**src/core/lsrd_pkg.sv**
```systemverilog
// package for the right-shift decoder: encodings, fields, registers
// assumes nothing beyond a systemverilog compiler
package lsrd_pkg;
   // wishbone register offsets (byte addresses)
   localparam logic [7:0] CTRL_OFF   = 8'h00;
   localparam logic [7:0] INSN_OFF   = 8'h04;
   localparam logic [7:0] SRC_OFF    = 8'h08;
   localparam logic [7:0] AMT_OFF    = 8'h0C;
   localparam logic [7:0] RES_OFF    = 8'h10;
   localparam logic [7:0] STAT_OFF   = 8'h14;
   localparam logic [7:0] IRQ_OFF    = 8'h18;
   localparam logic [7:0] MASK_OFF   = 8'h1C;
   localparam logic [7:0] SAVED_OFF  = 8'h20;
   localparam logic [7:0] STATE_OFF  = 8'h24;
   // control register fields
   localparam int CTRL_GO_BIT    = 0;
   localparam int CTRL_THUMB_BIT = 1;
   localparam int CTRL_WIDE_BIT  = 2;
   localparam int CTRL_IT_BIT    = 3;
   localparam int CTRL_MODE_LSB  = 8;
   // processor modes
   localparam logic [4:0] MODE_USER = 5'h10;
   localparam logic [4:0] MODE_HYP  = 5'h1A;
   localparam logic [4:0] MODE_SYS  = 5'h1F;
   // saved state word: illegal-return bit
   localparam int SAVED_IL_BIT = 20;
   // event bits
   localparam int EV_DONE    = 0;
   localparam int EV_UNDEF   = 1;
   localparam int EV_ERET    = 2;
   localparam int EV_ILLEGAL = 3;
   localparam int EV_BRANCH  = 4;
   localparam int EV_NONE    = 5;
   localparam int NUM_EV     = 6;
   // fixed encodings
   localparam logic [3:0] COND_NEVER   = 4'hF;
   localparam logic [3:0] PC_REG       = 4'hF;
   localparam logic [1:0] STYPE_LSR    = 2'h1;
   localparam logic [2:0] REGSHIFT_LSR = 3'h3;
   localparam logic [5:0] SHIFT_FULL   = 6'h20;
   localparam logic [31:0] CTRL_RST    = 32'h0000_0000;
endpackage : lsrd_pkg

```
**src/core/lsrd_core.sv**
```systemverilog
// logical-shift-right decoder and executor behind a wishbone slave
// assumes a classic wishbone master on clk_i; one clock, sync reset
//
// Function
// (RULE_01) immediate forms shift source right with zero fill into destination
// (RULE_02) register forms take count from bottom eight bits of amount register
// (RULE_03) five-bit amount field zero means shift by 32
// (RULE_04) 32-bit compact form amount is upper:lower fields, zero means 32
// (RULE_05) flagged immediate form updates flags unless destination is program counter
// (RULE_06) flagged form to program counter branches and restores state from saved word
// (RULE_07) that return checks saved word for illegal return first
// (RULE_08) flagged form to program counter is undefined in hypervisor mode
// (RULE_09) in user and system mode the outcome is implementation choice
// (RULE_10) unflagged fixed form to program counter does interworking branch
// (RULE_11) fixed flagged form: cond not 1111, S one, bits 6:4 010
// (RULE_12) 16-bit immediate: top 000 01, amount, source, destination fields
// (RULE_13) 32-bit compact form needs shift type 01 in bits 5:4
// (RULE_14) 16-bit forms set flags only outside a conditional block
// (RULE_15) each encoding executes exactly as the matching register move
// (RULE_16) shift by 32 gives zero; carry is source bit 31; N,Z follow result
// (RULE_17) register count zero keeps value and carry; above 32 gives zero, carry 0
//
// The Wishbone interface to the registers and the register offsets are this design's own decisions.
`timescale 1ns/1ns
`default_nettype none
module lsrd_core (
   input  wire logic        clk_i,
   input  wire logic        rst_i,
   input  wire logic        cyc_i,
   input  wire logic        stb_i,
   input  wire logic        we_i,
   input  wire logic [7:0]  adr_i,
   input  wire logic [3:0]  sel_i,
   input  wire logic [31:0] dat_i,
   output logic      [31:0] dat_o,
   output logic             ack_o,
   output logic             err_o,
   output logic             irq_o
);
   // number of sticky event bits: done, no match, undefined, return, illegal return and branch
   localparam int NUM_EV_W = lsrd_pkg::NUM_EV;

   // one-cycle execute sequencer
   // the go bit is seen in idle, the instruction runs in the single exec
   // cycle, and every result register updates at the edge that leaves it;
   // a go written while exec is busy is kept, since the bus write wins over the self-clear, and runs again from idle
   typedef enum logic [1:0] {
      ST_IDLE = 2'b01,
      ST_EXEC = 2'b10
   } lsrd_state_e;

   lsrd_state_e state_q, state_d;
   logic [31:0] ctrl_q, ctrl_d;
   logic [31:0] insn_q, insn_d;
   logic [31:0] src_q, src_d;
   logic [31:0] amt_q, amt_d;
   logic [31:0] res_q, res_d;
   logic [31:0] saved_q, saved_d;
   logic [31:0] processor_state_word_q, processor_state_word_d;
   logic [NUM_EV_W-1:0] irq_q, irq_d;
   logic [NUM_EV_W-1:0] mask_q, mask_d;
   logic [3:0]  flags_q, flags_d;
   logic [3:0]  dest_q, dest_d;
   logic [2:0]  kind_q, kind_d;
   logic        ack_q, ack_d;
   logic [31:0] rdata_q, rdata_d;
   logic        err_q, err_d;

   // decode results
   logic        hit;
   logic        flagged;
   logic        by_reg;
   logic [5:0]  imm_cnt;
   logic [7:0]  cnt;
   logic [3:0]  rd;
   logic [31:0] shifted;
   logic        carry;
   logic        keep_c;
   logic [NUM_EV_W-1:0] ev;
   logic        wr, rd_en, mapped;
   logic [4:0]  mode;
   logic [31:0] ins;

   assign ins  = insn_q;
   assign mode = ctrl_q[lsrd_pkg::CTRL_MODE_LSB +: 5];

   // decode notes:
   //  - the three families are told apart by control bits, not by the word,
   //    so a 16-bit word is always taken from the low half of insn
   //  - every hit names its destination, even when nothing gets written
   //  - register forms leave imm_cnt at zero; the fix-up below turns that
   //    into 32, which is harmless because cnt then takes the amount register
   //  - a word that matches no form leaves hit low and is reported, not run
   //  - the 16-bit register form takes its count from amt like the other register forms,
   //    the destination doubling as source is a matter for the pipeline

   // instruction decode for all right-shift forms, aliases of move [RULE_15]
   always_comb begin
      hit     = 1'b0;
      flagged = 1'b0;
      by_reg  = 1'b0;
      imm_cnt = 6'h00;
      cnt     = 8'h00;
      rd      = 4'h0;
      if (!ctrl_q[lsrd_pkg::CTRL_THUMB_BIT]) begin
         // fixed-width immediate form [RULE_11]
         if (ins[31:28] != lsrd_pkg::COND_NEVER && ins[27:21] == 7'h0D
             && ins[19:16] == 4'h0 && ins[6:5] == lsrd_pkg::STYPE_LSR
             && !ins[4]) begin
            hit     = 1'b1;
            flagged = ins[20];
            rd      = ins[15:12];
            imm_cnt = {1'b0, ins[11:7]};
         end else if (ins[31:28] != lsrd_pkg::COND_NEVER && ins[27:21] == 7'h0D
                      && ins[19:16] == 4'h0 && ins[7:4] == {1'b0, lsrd_pkg::REGSHIFT_LSR}) begin
            hit     = 1'b1;
            by_reg  = 1'b1;
            flagged = ins[20];
            rd      = ins[15:12];
         end
      end else if (!ctrl_q[lsrd_pkg::CTRL_WIDE_BIT]) begin
         // 16-bit immediate form in low half [RULE_12] [RULE_14]
         if (ins[15:11] == 5'h01) begin
            hit     = 1'b1;
            flagged = !ctrl_q[lsrd_pkg::CTRL_IT_BIT];
            rd      = {1'b0, ins[2:0]};
            imm_cnt = {1'b0, ins[10:6]};
         end else if (ins[15:6] == 10'h103) begin
            // 16-bit register form, destination doubles as source [RULE_14]
            hit     = 1'b1;
            by_reg  = 1'b1;
            flagged = !ctrl_q[lsrd_pkg::CTRL_IT_BIT];
            rd      = {1'b0, ins[2:0]};
         end
      end else begin
         // 32-bit compact immediate form [RULE_13]
         if (ins[31:21] == 11'h752 && ins[19:16] == 4'hF && !ins[15]
             && ins[5:4] == lsrd_pkg::STYPE_LSR) begin
            hit     = 1'b1;
            flagged = ins[20];
            rd      = ins[11:8];
            imm_cnt = {1'b0, ins[14:12], ins[7:6]}; // [RULE_04]
         end else if (ins[31:21] == 11'h7D1 && ins[15:12] == 4'hF
                      && ins[7:4] == 4'h0) begin
            hit     = 1'b1;
            by_reg  = 1'b1;
            flagged = ins[20];
            rd      = ins[11:8];
         end
      end
      // zero amount field means 32 [RULE_03] [RULE_04]
      if (imm_cnt == 6'h00) begin
         imm_cnt = lsrd_pkg::SHIFT_FULL;
      end
      // only the bottom byte of the amount register counts [RULE_02]
      cnt = by_reg ? amt_q[7:0] : {2'b00, imm_cnt};
   end

   // zero-fill shifter with carry out [RULE_01] [RULE_16] [RULE_17]
   // counts 1 to 31 take the last bit shifted out as carry; exactly 32
   // empties the word and carries bit 31; anything larger empties the word
   // and clears carry; zero passes the word through and asks the flag
   // update to keep the old carry, so keep_c must win over carry there
   always_comb begin
      keep_c  = 1'b0;
      shifted = 32'h0000_0000;
      carry   = 1'b0;
      if (cnt == 8'h00) begin
         shifted = src_q;
         keep_c  = 1'b1; // [RULE_17]
      end else if (cnt < 8'h20) begin
         shifted = src_q >> cnt[4:0];
         carry   = src_q[cnt[4:0] - 5'd1];
      end else if (cnt == 8'h20) begin
         carry   = src_q[31]; // [RULE_16]
      end
   end

   // a request is new only while no answer stands for it; without the
   // err term a refused access would be answered twice, since the master
   // still holds cyc and stb in the cycle in which err shows
   assign wr     = cyc_i && stb_i && we_i && !ack_q && !err_q;
   assign rd_en  = cyc_i && stb_i && !we_i && !ack_q && !err_q;
   assign mapped = (adr_i <= lsrd_pkg::STATE_OFF) && (adr_i[1:0] == 2'b00);

   // next-state: register writes, execution, events
   // outcome kinds in status: 0 no match, 1 normal, 2 undefined,
   // 3 illegal return, 4 exception return
   // the exception-return path belongs to the fixed-width flagged immediate form only;
   // every other form that targets the program counter is a plain branch
   // a bus write in the same cycle as exec wins for the written register,
   // except the event bits, where a new event beats a clear
   always_comb begin
      state_d  = state_q;
      ctrl_d   = ctrl_q;
      insn_d   = insn_q;
      src_d    = src_q;
      amt_d    = amt_q;
      res_d    = res_q;
      saved_d  = saved_q;
      processor_state_word_d = processor_state_word_q;
      mask_d   = mask_q;
      flags_d  = flags_q;
      dest_d   = dest_q;
      kind_d   = kind_q;
      ev       = '0;
      ack_d    = 1'b0;
      err_d    = 1'b0;
      rdata_d  = 32'h0000_0000;
      ctrl_d[lsrd_pkg::CTRL_GO_BIT] = 1'b0;
      case (state_q)
         ST_IDLE: begin
            if (ctrl_q[lsrd_pkg::CTRL_GO_BIT]) begin
               state_d = ST_EXEC;
            end
         end
         ST_EXEC: begin
            state_d = ST_IDLE;
            ev[lsrd_pkg::EV_DONE] = 1'b1;
            dest_d = rd;
            if (!hit) begin
               ev[lsrd_pkg::EV_NONE] = 1'b1;
               kind_d = 3'h0;
            end else if (flagged && rd == lsrd_pkg::PC_REG && !by_reg
                         && !ctrl_q[lsrd_pkg::CTRL_THUMB_BIT]) begin
               if (mode == lsrd_pkg::MODE_HYP) begin
                  ev[lsrd_pkg::EV_UNDEF] = 1'b1; // [RULE_08]
                  kind_d = 3'h2;
               end else if (saved_q[lsrd_pkg::SAVED_IL_BIT]) begin
                  // illegal return: branch, keep state, flag it [RULE_07]
                  res_d = shifted;
                  ev[lsrd_pkg::EV_ILLEGAL] = 1'b1;
                  kind_d = 3'h3;
               end else begin
                  // user/system take the same return path [RULE_09]
                  res_d    = shifted;
                  processor_state_word_d = saved_q; // [RULE_06]
                  flags_d  = saved_q[31:28];
                  ev[lsrd_pkg::EV_ERET] = 1'b1;
                  kind_d = 3'h4;
               end
            end else begin
               res_d  = shifted; // [RULE_01] [RULE_02]
               kind_d = 3'h1;
               if (rd == lsrd_pkg::PC_REG) begin
                  ev[lsrd_pkg::EV_BRANCH] = 1'b1; // [RULE_10] low bit picks set
                  processor_state_word_d[5] = shifted[0];
               end else if (flagged) begin
                  // N Z C update, V kept [RULE_05] [RULE_16]
                  flags_d[3] = shifted[31];
                  flags_d[2] = (shifted == 32'h0000_0000);
                  flags_d[1] = keep_c ? flags_q[1] : carry;
                  processor_state_word_d[31:28] = {shifted[31], shifted == 32'h0000_0000,
                                     keep_c ? flags_q[1] : carry, flags_q[0]};
               end
            end
         end
         default: state_d = ST_IDLE;
      endcase
      // wishbone access
      if (wr && mapped) begin
         ack_d = 1'b1;
         case (adr_i)
            lsrd_pkg::CTRL_OFF:  ctrl_d  = dat_i;
            lsrd_pkg::INSN_OFF:  insn_d  = dat_i;
            lsrd_pkg::SRC_OFF:   src_d   = dat_i;
            lsrd_pkg::AMT_OFF:   amt_d   = dat_i;
            lsrd_pkg::MASK_OFF:  mask_d  = dat_i[NUM_EV_W-1:0];
            lsrd_pkg::SAVED_OFF: saved_d = dat_i;
            default: ;
         endcase
      end else if (rd_en && mapped) begin
         ack_d = 1'b1;
         case (adr_i)
            lsrd_pkg::CTRL_OFF:  rdata_d = ctrl_q;
            lsrd_pkg::INSN_OFF:  rdata_d = insn_q;
            lsrd_pkg::SRC_OFF:   rdata_d = src_q;
            lsrd_pkg::AMT_OFF:   rdata_d = amt_q;
            lsrd_pkg::RES_OFF:   rdata_d = res_q;
            lsrd_pkg::STAT_OFF:  rdata_d = {20'h00000, flags_q, dest_q, 1'b0, kind_q};
            lsrd_pkg::IRQ_OFF:   rdata_d = {26'h0, irq_q};
            lsrd_pkg::MASK_OFF:  rdata_d = {26'h0, mask_q};
            lsrd_pkg::SAVED_OFF: rdata_d = saved_q;
            lsrd_pkg::STATE_OFF: rdata_d = processor_state_word_q;
            default:             rdata_d = 32'h0000_0000;
         endcase
      end else if ((wr || rd_en) && !mapped) begin
         err_d = 1'b1;
      end
      // sticky events, set wins over write-one-to-clear
      irq_d = irq_q;
      if (wr && adr_i == lsrd_pkg::IRQ_OFF) begin
         irq_d = irq_q & ~dat_i[NUM_EV_W-1:0];
      end
      irq_d = irq_d | ev;
   end

   // register stage
   // every register but the state clears under reset, the state going to idle, so the bus answers and the interrupt
   // line are quiet from the first edge on and no stale event survives
   always_ff @(posedge clk_i) begin
      if (rst_i) begin
         state_q  <= ST_IDLE;
         ctrl_q   <= lsrd_pkg::CTRL_RST;
         insn_q   <= 32'h0000_0000;
         src_q    <= 32'h0000_0000;
         amt_q    <= 32'h0000_0000;
         res_q    <= 32'h0000_0000;
         saved_q  <= 32'h0000_0000;
         processor_state_word_q <= 32'h0000_0000;
         irq_q    <= '0;
         mask_q   <= '0;
         flags_q  <= 4'h0;
         dest_q   <= 4'h0;
         kind_q   <= 3'h0;
         ack_q    <= 1'b0;
         err_q    <= 1'b0;
         rdata_q  <= 32'h0000_0000;
      end else begin
         state_q  <= state_d;
         ctrl_q   <= ctrl_d;
         insn_q   <= insn_d;
         src_q    <= src_d;
         amt_q    <= amt_d;
         res_q    <= res_d;
         saved_q  <= saved_d;
         processor_state_word_q <= processor_state_word_d;
         irq_q    <= irq_d;
         mask_q   <= mask_d;
         flags_q  <= flags_d;
         dest_q   <= dest_d;
         kind_q   <= kind_d;
         ack_q    <= ack_d;
         err_q    <= err_d;
         rdata_q  <= rdata_d;
      end
   end

   // bus and interrupt outputs
   // read data and answers come straight from flip-flops; the interrupt
   // is an and-or of two registers, so it cannot glitch on bus traffic
   assign dat_o = rdata_q;
   assign ack_o = ack_q;
   assign err_o = err_q;
   assign irq_o = |(irq_q & mask_q);
endmodule : lsrd_core
`default_nettype wire

```
**config.mk**
```make
export PLATFORM = sky130hd
export DESIGN_NAME = lsrd_core
export DESIGN_NICKNAME = d
export VERILOG_FILES = /design/src/core/lsrd_pkg.sv /design/src/core/lsrd_core.sv
export SDC_FILE = /design/constraint.sdc
export NUM_CORES = 1
export LEC_CHECK = 0
export ABC_AREA = 1
export BUFFER_PORTS_ARGS = -buffer_cell sky130_fd_sc_hd__buf_2
export CAP_MARGIN = 20
export CORE_UTILIZATION = 35
export DETAILED_ROUTE_END_ITERATION = 16
export GPL_ROUTABILITY_DRIVEN = 1
export MAX_ROUTING_LAYER = met4
export SLEW_MARGIN = 20
export SYNTH_ARGS = -nofsm -noshare
export SYNTH_HDL_FRONTEND = slang
export SYNTH_SLANG_ARGS = --single-unit
```
**constraint.sdc**
```tcl
create_clock -name clk_i -period 4.05 [get_ports clk_i]
set_clock_uncertainty 0.2 [all_clocks]
set_input_delay 0.405 -clock clk_i [delete_from_list [all_inputs] [get_ports clk_i]]
set_output_delay 0.405 -clock clk_i [all_outputs]
set_load 0.005 [all_outputs]
```
=== Word-level counts from Yosys, hierarchy flattened ===
Index checks and enable logic that the tools add are counted.

* $add $sub $neg: 1
* $lt $le $gt $ge: 3
* Eq/ne operators: 28
* Shifts and indexed selects: 1
* Muxes and demuxes: 78
* Bitwise gates (word level): 10
* Reduce and logical (&&, ||, !) cells: 59

{| class="wikitable"
|+ Operators with widths
! operator !! count
|-
| $pmux W32 S10 || 1
|-
| $mux W32 || 6
|-
| $mux W4 || 12
|-
| $mux W1 || 38
|-
| $eq A8 B5 Y1 const B || 4
|-
| $logic_not A32 Y1 || 1
|-
| $shr A32 B5 Y32 || 1
|-
| $mux W3 || 10
|-
| $mux W6 || 5
|-
| $logic_and A1 B1 Y1 || 25
|-
| $eq A8 B6 Y1 const B || 3
|-
| $eq A11 B11 Y1 const B || 2
|-
| $eq A8 B4 Y1 const B || 2
|-
| $logic_not A8 Y1 || 2
|-
| $mux W5 || 3
|-
| $and A6 B6 Y6 || 2
|-
| $eq A4 B4 Y1 const B || 3
|-
| $reduce_and A2 Y1 || 6
|-
| $eq A10 B9 Y1 const B || 1
|-
| $reduce_and A5 Y1 || 2
|-
| $logic_not A1 Y1 || 9
|-
| $reduce_or A3 Y1 || 3
|-
| $eq A8 B3 Y1 const B || 1
|-
| $le A8 B6 Y1 const B || 1
|-
| other kinds (27) || 37
|}

* Register bits: 282
* Input bits: 49
* Output and inout port bits: 35

=== Logic depth before layout (Yosys ltp) ===
Gate-level depths: netlist of run 1.

* Depth in word-level cells: 19
* Depth in mapped cells: 26
* Mapped depth without buffers: 25

=== Worst setup path before layout of run 1 ===
Ideal clock, no wire load.

* Path kind: register -> register
* Start: register insn_q[22], in the netlist ins[22]
* End: register processor_state_word_q[30]
* Setup time: 66 ps
* Data arrival time: 2757 ps
* Data required time: 3784 ps
* Setup slack: 1027 ps
* Cell stages (with the launch flop): 25
* Buffers on the path: 2
* Cell sequence: dfxtp_1 -> inv_2 -> nand2_1 -> nor2_1 -> nand2_1 -> nor2_1 -> nand4_1 -> nand2_4 -> nand3_1 -> nand2_4 -> buf_2 -> ha_1 -> nand3_4 -> nor2_2 -> nor2_2 -> buf_6 -> o21ai_1 -> inv_1 -> a21oi_1 -> nand2_1 -> nor2_1 -> nand2_1 -> nor2_1 -> nand2_1 -> a21oi_2

* Longest elaborated chain between the ends: 17

{| class="wikitable"
|+ Ends and longest elaborated chain
! item !! RTL line !! source
|-
| start, declared || lsrd_core.sv:54 || <nowiki>logic [31:0] insn_q, insn_d;</nowiki>
|-
| start signal, assigned || lsrd_core.sv:322 || <nowiki>insn_q <= insn_d;</nowiki>
|-
| $eq A11 B11 Y1 / $eq A7 B4 Y1 (equally long branches) || lsrd_core.sv:137, lsrd_core.sv:107, lsrd_core.sv:114 ||
|-
| $logic_and A1 B1 Y1, on equally long branches || lsrd_core.sv:137, lsrd_core.sv:107, lsrd_core.sv:114 ||
|-
| $logic_and A1 B1 Y1, on equally long branches || lsrd_core.sv:137, lsrd_core.sv:108, lsrd_core.sv:115 ||
|-
| $logic_and A1 B1 Y1, on equally long branches || lsrd_core.sv:138, lsrd_core.sv:108 ||
|-
| $mux W5 / $logic_and A1 B1 Y1 (equally long branches) || lsrd_core.sv:137, lsrd_core.sv:109 ||
|-
| $mux W6 / $mux W5 (equally long branches) || lsrd_core.sv:121, lsrd_core.sv:107 ||
|-
| $mux W6 || lsrd_core.sv:105 || <nowiki>if (!ctrl_q[lsrd_pkg::CTRL_THUMB_BIT]) begin</nowiki>
|-
| $logic_not A6 Y1 || lsrd_core.sv:152 || <nowiki>if (imm_cnt == 6'h00) begin</nowiki>
|-
| $mux W6 || lsrd_core.sv:152 ||
|-
| $mux W8 || lsrd_core.sv:156 || <nowiki>cnt = by_reg ? amt_q[7:0] : {2'b00, imm_cnt};</nowiki>
|-
| $lt A8 B6 Y1 / $shr A32 B5 Y32 (equally long branches) || lsrd_core.sv:171, lsrd_core.sv:172 ||
|-
| $mux W32 || lsrd_core.sv:171 || <nowiki>end else if (cnt < 8'h20) begin</nowiki>
|-
| $mux W32 || lsrd_core.sv:168 || <nowiki>if (cnt == 8'h00) begin</nowiki>
|-
| $logic_not A32 Y1 || lsrd_core.sv:253 || <nowiki>processor_state_word_d[31:28] = {shifted[31], shifted == 32'h0000_0000,</nowiki>
|-
| $mux W4 || lsrd_core.sv:248 || <nowiki>end else if (flagged) begin</nowiki>
|-
| $mux W4 || lsrd_core.sv:245 || <nowiki>if (rd == lsrd_pkg::PC_REG) begin</nowiki>
|-
| $mux W4 || lsrd_core.sv:224 || <nowiki>end else if (flagged && rd == lsrd_pkg::PC_REG && !by_reg</nowiki>
|-
| end signal, assigned || lsrd_core.sv:327 || <nowiki>processor_state_word_q <= processor_state_word_d;</nowiki>
|-
| end, declared || lsrd_core.sv:59 || <nowiki>logic [31:0] processor_state_word_q, processor_state_word_d;</nowiki>
|}

Several ways; a longest one is shown, not always the timed one. The select of a mux whose other input is x is not followed.
A chain may end at the register's enable or synchronous reset.

=== Final worst setup path of run 1 ===
* Start: register insn_q[7], in the netlist ins[7]
* End: register processor_state_word_q[30]

* Longest elaborated chain between the ends: 14

{| class="wikitable"
|+ Ends and longest elaborated chain
! item
|-
| branches (longest 14 deep; another with $lt A8 B6 Y1)
|}

Parallel ways; which one is timed is not known. The select of a mux whose other input is x is not followed.

==> run metrics, run 1 <==
max_slew headroom=28.6%; via/cell ratio=5.65; critical path's slowest cell=nor2_2; Synth cell types=50; DRT Pass-1 Iters=6; vias in the first global route=14280; # hold bufs at CTS=23; Yosys top cell area share=38.1%; core box area=41100 um^2; leakage=0.00638 uW; antenna violations before repair=1; post-cts sizing count=0; Power Total=5800 uW; largest area contributor in the netlist=dfxtp_1; fin nets=2260; syn avg cell area=6.80 um^2; top post-synthesis cells by area=dfxtp_1, nand3_1, nand2_1; H-Tree Depth=1; Primary FF master, synth=dfxtp_1; drt wl/cell=21.3 um; GRT Total Usage=28.1%; crit end category=register; crit path kind=reg -> reg; clock buffer depth=3; DRT antenna net count=0; clock sink total=279; RSZ-0062 raised after global routing=false; RePlAce Congestion=0.935; # rows=74; Net Count, Synth=2207; crit path DAT=3.95 ns; Post-CTS Setup Bufs=0; largest net degree at the start of global routing=90; endpoints failing hold=0; Initial Utilization=35.7%; top-count cell post-synth=nand2_1; # fillers=4392; Clk pin slew, worst setup/hold paths=0.07 ns; Synth Cell Area=14700 um^2; placed inst area=15600 um^2; share of post-route cells with drive strength above 1=12.4%; Hold WC Path Type=in -> reg; minimum clock period=3.68 ns; Initial DRC Count=1666; cell breakdown of the critical path=inv_2 > nand2_1 > nor2_1 > nand2_1 > nor2_1 > nand4_1 > nand2_4 > nand3_4 > nand2_2 > inv_1 > ha_1 > nand3_4 > nor2_2 > nor2_2 > inv_1 > a21oi_1 > nand2_1 > o21ai_1 > nor2_1 > nand3_1 > nor2_1 > nand2_1 > a21oi_2; CTS tree=done; critical-path maximum fanout=12; max-cap violations=0; GRT Residual Overflow=0; Critical Path Source Type=register; Worst Path Buf+Inv=3; Worst-Margin Slew=1.07 ns; Die Area=42700 um^2; worst vdd ir=0.332 mV; first-pass GRT wire length=88.1 mm; Setup TNS=0 ns; DR DRC count=0; Root Driver=clkbuf_16; cells after synthesis=2157; Final Cycle Share=90.9%; PwrDens=345 nW/um^2; Synth Warn #=0; I/O pin cnt=84; Final Instance Area=16800 um^2; Yosys reg bits=279; final wirelength=58.8 mm; Slew Limit Fails=0; synth cell count leaders=nand2_1, nand3_1, dfxtp_1, inv_1, a21oi_1; post-layout util=40.9%; Synth async-reset ratio=0%; EDFF count, synth=0; final cell count without fillers=2766; Vias=15629; CP required=4.31 ns; die outline height=207 um; Clk Latency, worst-skew pair=0.58 ns; TritonCTS Buffers=29; area delta synth->final=14.7%; CP max stage delay=0.40 ns; DP HPWL=42.1 mm; f_max=272 MHz; I/O Buffers=79; dpl cells=2688; share of synthesized area occupied by flip-flops and latches=38.1%; Die Span X=207 um; Top delay family on crit path=simple AND/OR/NAND/NOR gates; outcome=finished, final reports clean; Setup violations, final=0
[registers in the layout (all words and copies together), names as in the netlist, 2 cells and up]
| signal | flops |
|---|---|
| dest_q | 4 |
| kind_q | 3 |
| processor_state_word_q | 31 |
| state_q | 2 |
| irq_q | 6 |
| ins | 32 |
| ctrl_q | 32 |
| res_q | 32 |
| amt_q | 32 |
| src_q | 32 |
| saved_q | 32 |
| mask_q | 6 |
| dat_o | 32 |
[metal layers]
metal | routed length (um) | share of wire, % | global-route usage (%) | vias up
li1 | - | - | - | 7407
met1 | 26200 | 45 | 38.2 | 7511
met2 | 26500 | 45 | 43.5 | 626
met3 | 4550 | 7.7 | 3.85 | 85
met4 | 1510 | 2.6 | 7.93 | 0
met5 | 0 | 0 | - | -
[cells in the final DEF (no fill, tap or decap), types with 23 or more instances in the layout]
| master | n |
|---|---|
| o22ai_1 | 32 |
| buf_2 | 78 |
| nand2_1 | 365 |
| dfxtp_1 | 279 |
| a21oi_1 | 229 |
| clkbuf_16 | 29 |
| buf_4 | 45 |
| dlygate4sd3_1 | 23 |
| o21ai_0 | 195 |
| a221oi_1 | 33 |
| inv_2 | 23 |
| nand3_1 | 280 |
| inv_1 | 229 |
| nor2_1 | 162 |
[kinds of logic (layout without fill, tap and decap cells)]
kind of cell	count (synthesis)	in the layout	share of synthesized area, %
AO/OA/AOI/OAI	588	588	23.1
flip-flops	279	279	38.1
XOR/XNOR	2	2	0.119
AND/OR/NAND/NOR	903	903	28.0
buffers and inverters	384	460	10.6
adder cells (fa/ha/maj)	1	1	0.0853
other	0	1	0
[worst min-delay path, cell delays in order]
cell	delay (ns)
buf_2	0.08
nor2_1	0.07
nand2_1	0.14
nor2_1	0.06
[path summary, 6_finish.rpt]
kind	from	endpoint	slack (ns)	cells after the start
hold / removal	adr_i[1]	ack_o$_SDFF_PP0_	0.03	4
setup reg to reg	ins[7]$_SDFFE_PP0P_	processor_state_word_q[30]$_SDFFE_PP0P_	0.37	23
setup / recovery	ins[7]$_SDFFE_PP0P_	processor_state_word_q[30]$_SDFFE_PP0P_	0.37	23
hold reg to reg	state_q[0]$_SDFFE_PP1P_	state_q[0]$_SDFFE_PP1P_	0.25	1
[through the flow]
stage / setup WS, ns / hold WS [ns]
after floorplan: 1.03 / 0.209
after global placement: 0.448 / 0.226
after detailed placement: 0.454 / 0.230
after CTS: 0.436 / 0.0127
after global routing: 0.0297 / 0.0370
final: 0.367 / 0.0286
[cell type report]
| class | count | area (um^2) | area share [%] |
|---|---|---|---|
| repair buffers | 150 | 1040 | 6.17 |
| inverters | 256 | 962 | 5.72 |
| clock inverters | 18 | 226 | 1.35 |
| diodes | 1 | 2.50 | 0.0149 |
| multi-input cells | 1494 | 7550 | 44.9 |
| clock buffers | 36 | 792 | 4.71 |
| well taps | 532 | 666 | 3.96 |
| flip-flops and latches | 279 | 5590 | 33.2 |
[where the power goes]
group / switching (uW) / internal (uW) / total [uW]
combinational: 124 / 51.1 / 175
clock: 1170 / 1710 / 2880
sequential: 0.695 / 2740 / 2740
total: 1300 / 4500 / 5800
(Power assumes the default switching activity.)
==> run 2: changes to the inputs <==
--- a/config.mk
+++ b/config.mk
@@ -8,10 +8,14 @@
 export ABC_AREA = 1
 export BUFFER_PORTS_ARGS = -buffer_cell sky130_fd_sc_hd__buf_2
 export CAP_MARGIN = 20
+export CELL_PAD_IN_SITES_DETAIL_PLACEMENT = 1
+export CELL_PAD_IN_SITES_GLOBAL_PLACEMENT = 1
 export CORE_UTILIZATION = 35
 export DETAILED_ROUTE_END_ITERATION = 16
 export GPL_ROUTABILITY_DRIVEN = 1
+export GPL_TIMING_DRIVEN = 0
 export MAX_ROUTING_LAYER = met4
+export PLACE_DENSITY_LB_ADDON = 0.1
 export SLEW_MARGIN = 20
 export SYNTH_ARGS = -nofsm -noshare
 export SYNTH_HDL_FRONTEND = slang
==> run metrics, run 2 (synthesis gave the netlist of run 1 again) <==
# fillers=5374 (was 4392); Slew Limit Fails=0 (unchanged); pre-CTS WS=-0.753 ns (was 0.454 ns); Setup WS post-layout=0.0900 ns (was 0.367 ns); leakage=0.00649 uW (was 0.00638 uW); antenna violations before repair=1 (unchanged); Setup violations, final=0 (unchanged); Clk pin slew, worst setup/hold paths=0.07 ns (about the same); crit end category=register (unchanged); first-pass GRT wire length=113 mm (was 88.1 mm); Worst-Margin Slew=1.03 ns (was 1.07 ns); die outline height=207 um (unchanged); crit path DAT=4.23 ns (was 3.95 ns); area delta synth->final=17.1% (was 14.7%); register area=5590 um^2 (about the same); via/cell ratio=5.80 (was 5.65); CP required=4.32 ns (was 4.31 ns); final cell count without fillers=2851 (was 2766); Clk Latency, worst-skew pair=0.59 ns (was 0.58 ns); Hold WC Path Type=in -> reg (unchanged); Initial DRC Count=1350 (was 1666); most frequent cells in the layout=nand2_1, nand3_1, dfxtp_1 (unchanged); core box area=41100 um^2 (unchanged); Initial Utilization=35.7% (unchanged); Die Area=42700 um^2 (unchanged); crit path kind=reg -> reg (unchanged); vias in the first global route=16322 (was 14280); GRT Total Usage=37.7% (was 28.1%); Setup TNS=0 ns (unchanged); DP HPWL=62.5 mm (was 42.1 mm); PwrDens=337 nW/um^2 (was 345 nW/um^2); TritonCTS Buffers=30 (was 29); GRT Residual Overflow=0 (unchanged); max_slew headroom=31.6% (was 28.6%); RePlAce Congestion=0.992 (was 0.935); Vias=16528 (was 15629); Critical Path Source Type=register (unchanged); dpl cells=2768 (was 2688); Die Span X=207 um (unchanged); outcome=finished, final reports clean (unchanged); Multi-input gate area=7660 um^2 (was 7550 um^2); critical-path maximum fanout=10 (was 12); DR DRC count=0 (unchanged); I/O Buffers=78 (was 79); minimum clock period=3.96 ns (was 3.68 ns); # rows=74 (unchanged); max-cap violations=0 (unchanged); fin nets=2346 (was 2260); final wirelength=78.2 mm (was 58.8 mm); post-layout util=41.8% (was 40.9%); drt wl/cell=27.4 um (was 21.3 um); f_max=253 MHz (was 272 MHz); DRT antenna net count=0 (unchanged); CTS tree=done (unchanged); DRT Pass-1 Iters=5 (was 6); H-Tree Depth=1 (unchanged); Fin Hold WS=0.0178 ns (was 0.0286 ns); most common cell after layout, fill and taps aside=nand2_1 (unchanged); Root Driver=clkbuf_16 (unchanged); clock sink total=279 (unchanged); share of post-route cells with drive strength above 1=13.3% (was 12.4%); largest net degree at the start of global routing=15 (was 90); worst vdd ir=0.334 mV (was 0.332 mV); clock buffer depth=3 (unchanged); Final Cycle Share=97.8% (was 90.9%); n_diodes=0 (was 1); endpoints failing hold=0 (unchanged); I/O pin cnt=84 (unchanged)
run 2: cell types whose count changed in the layout (fill, tap and decap cells not counted), sizes merged:
| cell | change |
|---|---|
| buf | +9 |
| nand2 | +1 |
| clkbuf | +92 |
| inv | -2 |
| diode | -1 |
| dlygate4sd3 | -9 |
| clkinv | -2 |
| bufinv | -3 |
run 2: where the power goes:
part	total [uW]	switching (uW)	leakage, uW	internal [uW]
combinational	204	157	0.00376	46.8
sequential	2740	0.522	0.00225	2740
clock	2830	1220	0.000487	1620
run 2: final timing paths:
check / start / end / slack [ns] / depth (start not counted)
setup / recovery: ins[6]$_SDFFE_PP0P_ / processor_state_word_q[29]$_SDFFE_PP0P_ / 0.09 / 22
hold / removal: dat_i[10] / amt_q[10]$_SDFFE_PP0P_ / 0.02 / 3
setup reg to reg: ins[6]$_SDFFE_PP0P_ / processor_state_word_q[29]$_SDFFE_PP0P_ / 0.09 / 22
hold reg to reg: state_q[0]$_SDFFE_PP1P_ / state_q[0]$_SDFFE_PP1P_ / 0.25 / 1
run 2: through the flow:
step                cell area (um^2)  power, uW
floorplan                      14700       2870
global placement               15700       2990
detailed placement             15700       2990
CTS                            16900       5780
global route                   17200       5910
finish                         17200       5780
run 2: metal layers:
metal  vias up  wire, um  track usage [%]
li1       7583         -                -
met1      8185     32500             46.1
met2       597     37000             62.3
met3       163      4830             4.57
met4         0      3940             16.6
met5         -         0                -
run 2: critical path, cell delays in order, from the launching register on:
cell	delay, ns
dfxtp_2	0.38
inv_1	0.11
nand2_2	0.10
nor2_1	0.12
nand2_1	0.07
nor2_1	0.08
nand4_1	0.23
nand2_4	0.26
nand3_4	0.18
nand2_2	0.13
buf_8	0.15
clkinvlp_4	0.14
ha_4	0.34
clkinvlp_4	0.26
buf_4	0.22
nand3_1	0.08
nand3_1	0.08
nand3_1	0.11
nand3_1	0.08
nand2_1	0.12
nand2_1	0.06
nand4_1	0.19
a31oi_1	0.11
run 2: what timing repair did:
action,4_1_cts,5_1_grt
endpoints found under the setup margin,19,26
cloned,0,1
pin swaps,2,10
gates resized for setup,15,33
hold buffers,14,0
buffers inserted,1,13
hold endpoints to repair,21,0
run 2: final cells by class:
type | count | area share [%]
plain buffers | 127 | 3.62
inverters | 256 | 5.67
well taps | 532 | 3.88
clock buffers | 44 | 5.09
flip-flops and latches | 279 | 32.6
repair buffers | 107 | 3.88
clock inverters | 11 | 0.649
multi-input cells | 1495 | 44.6
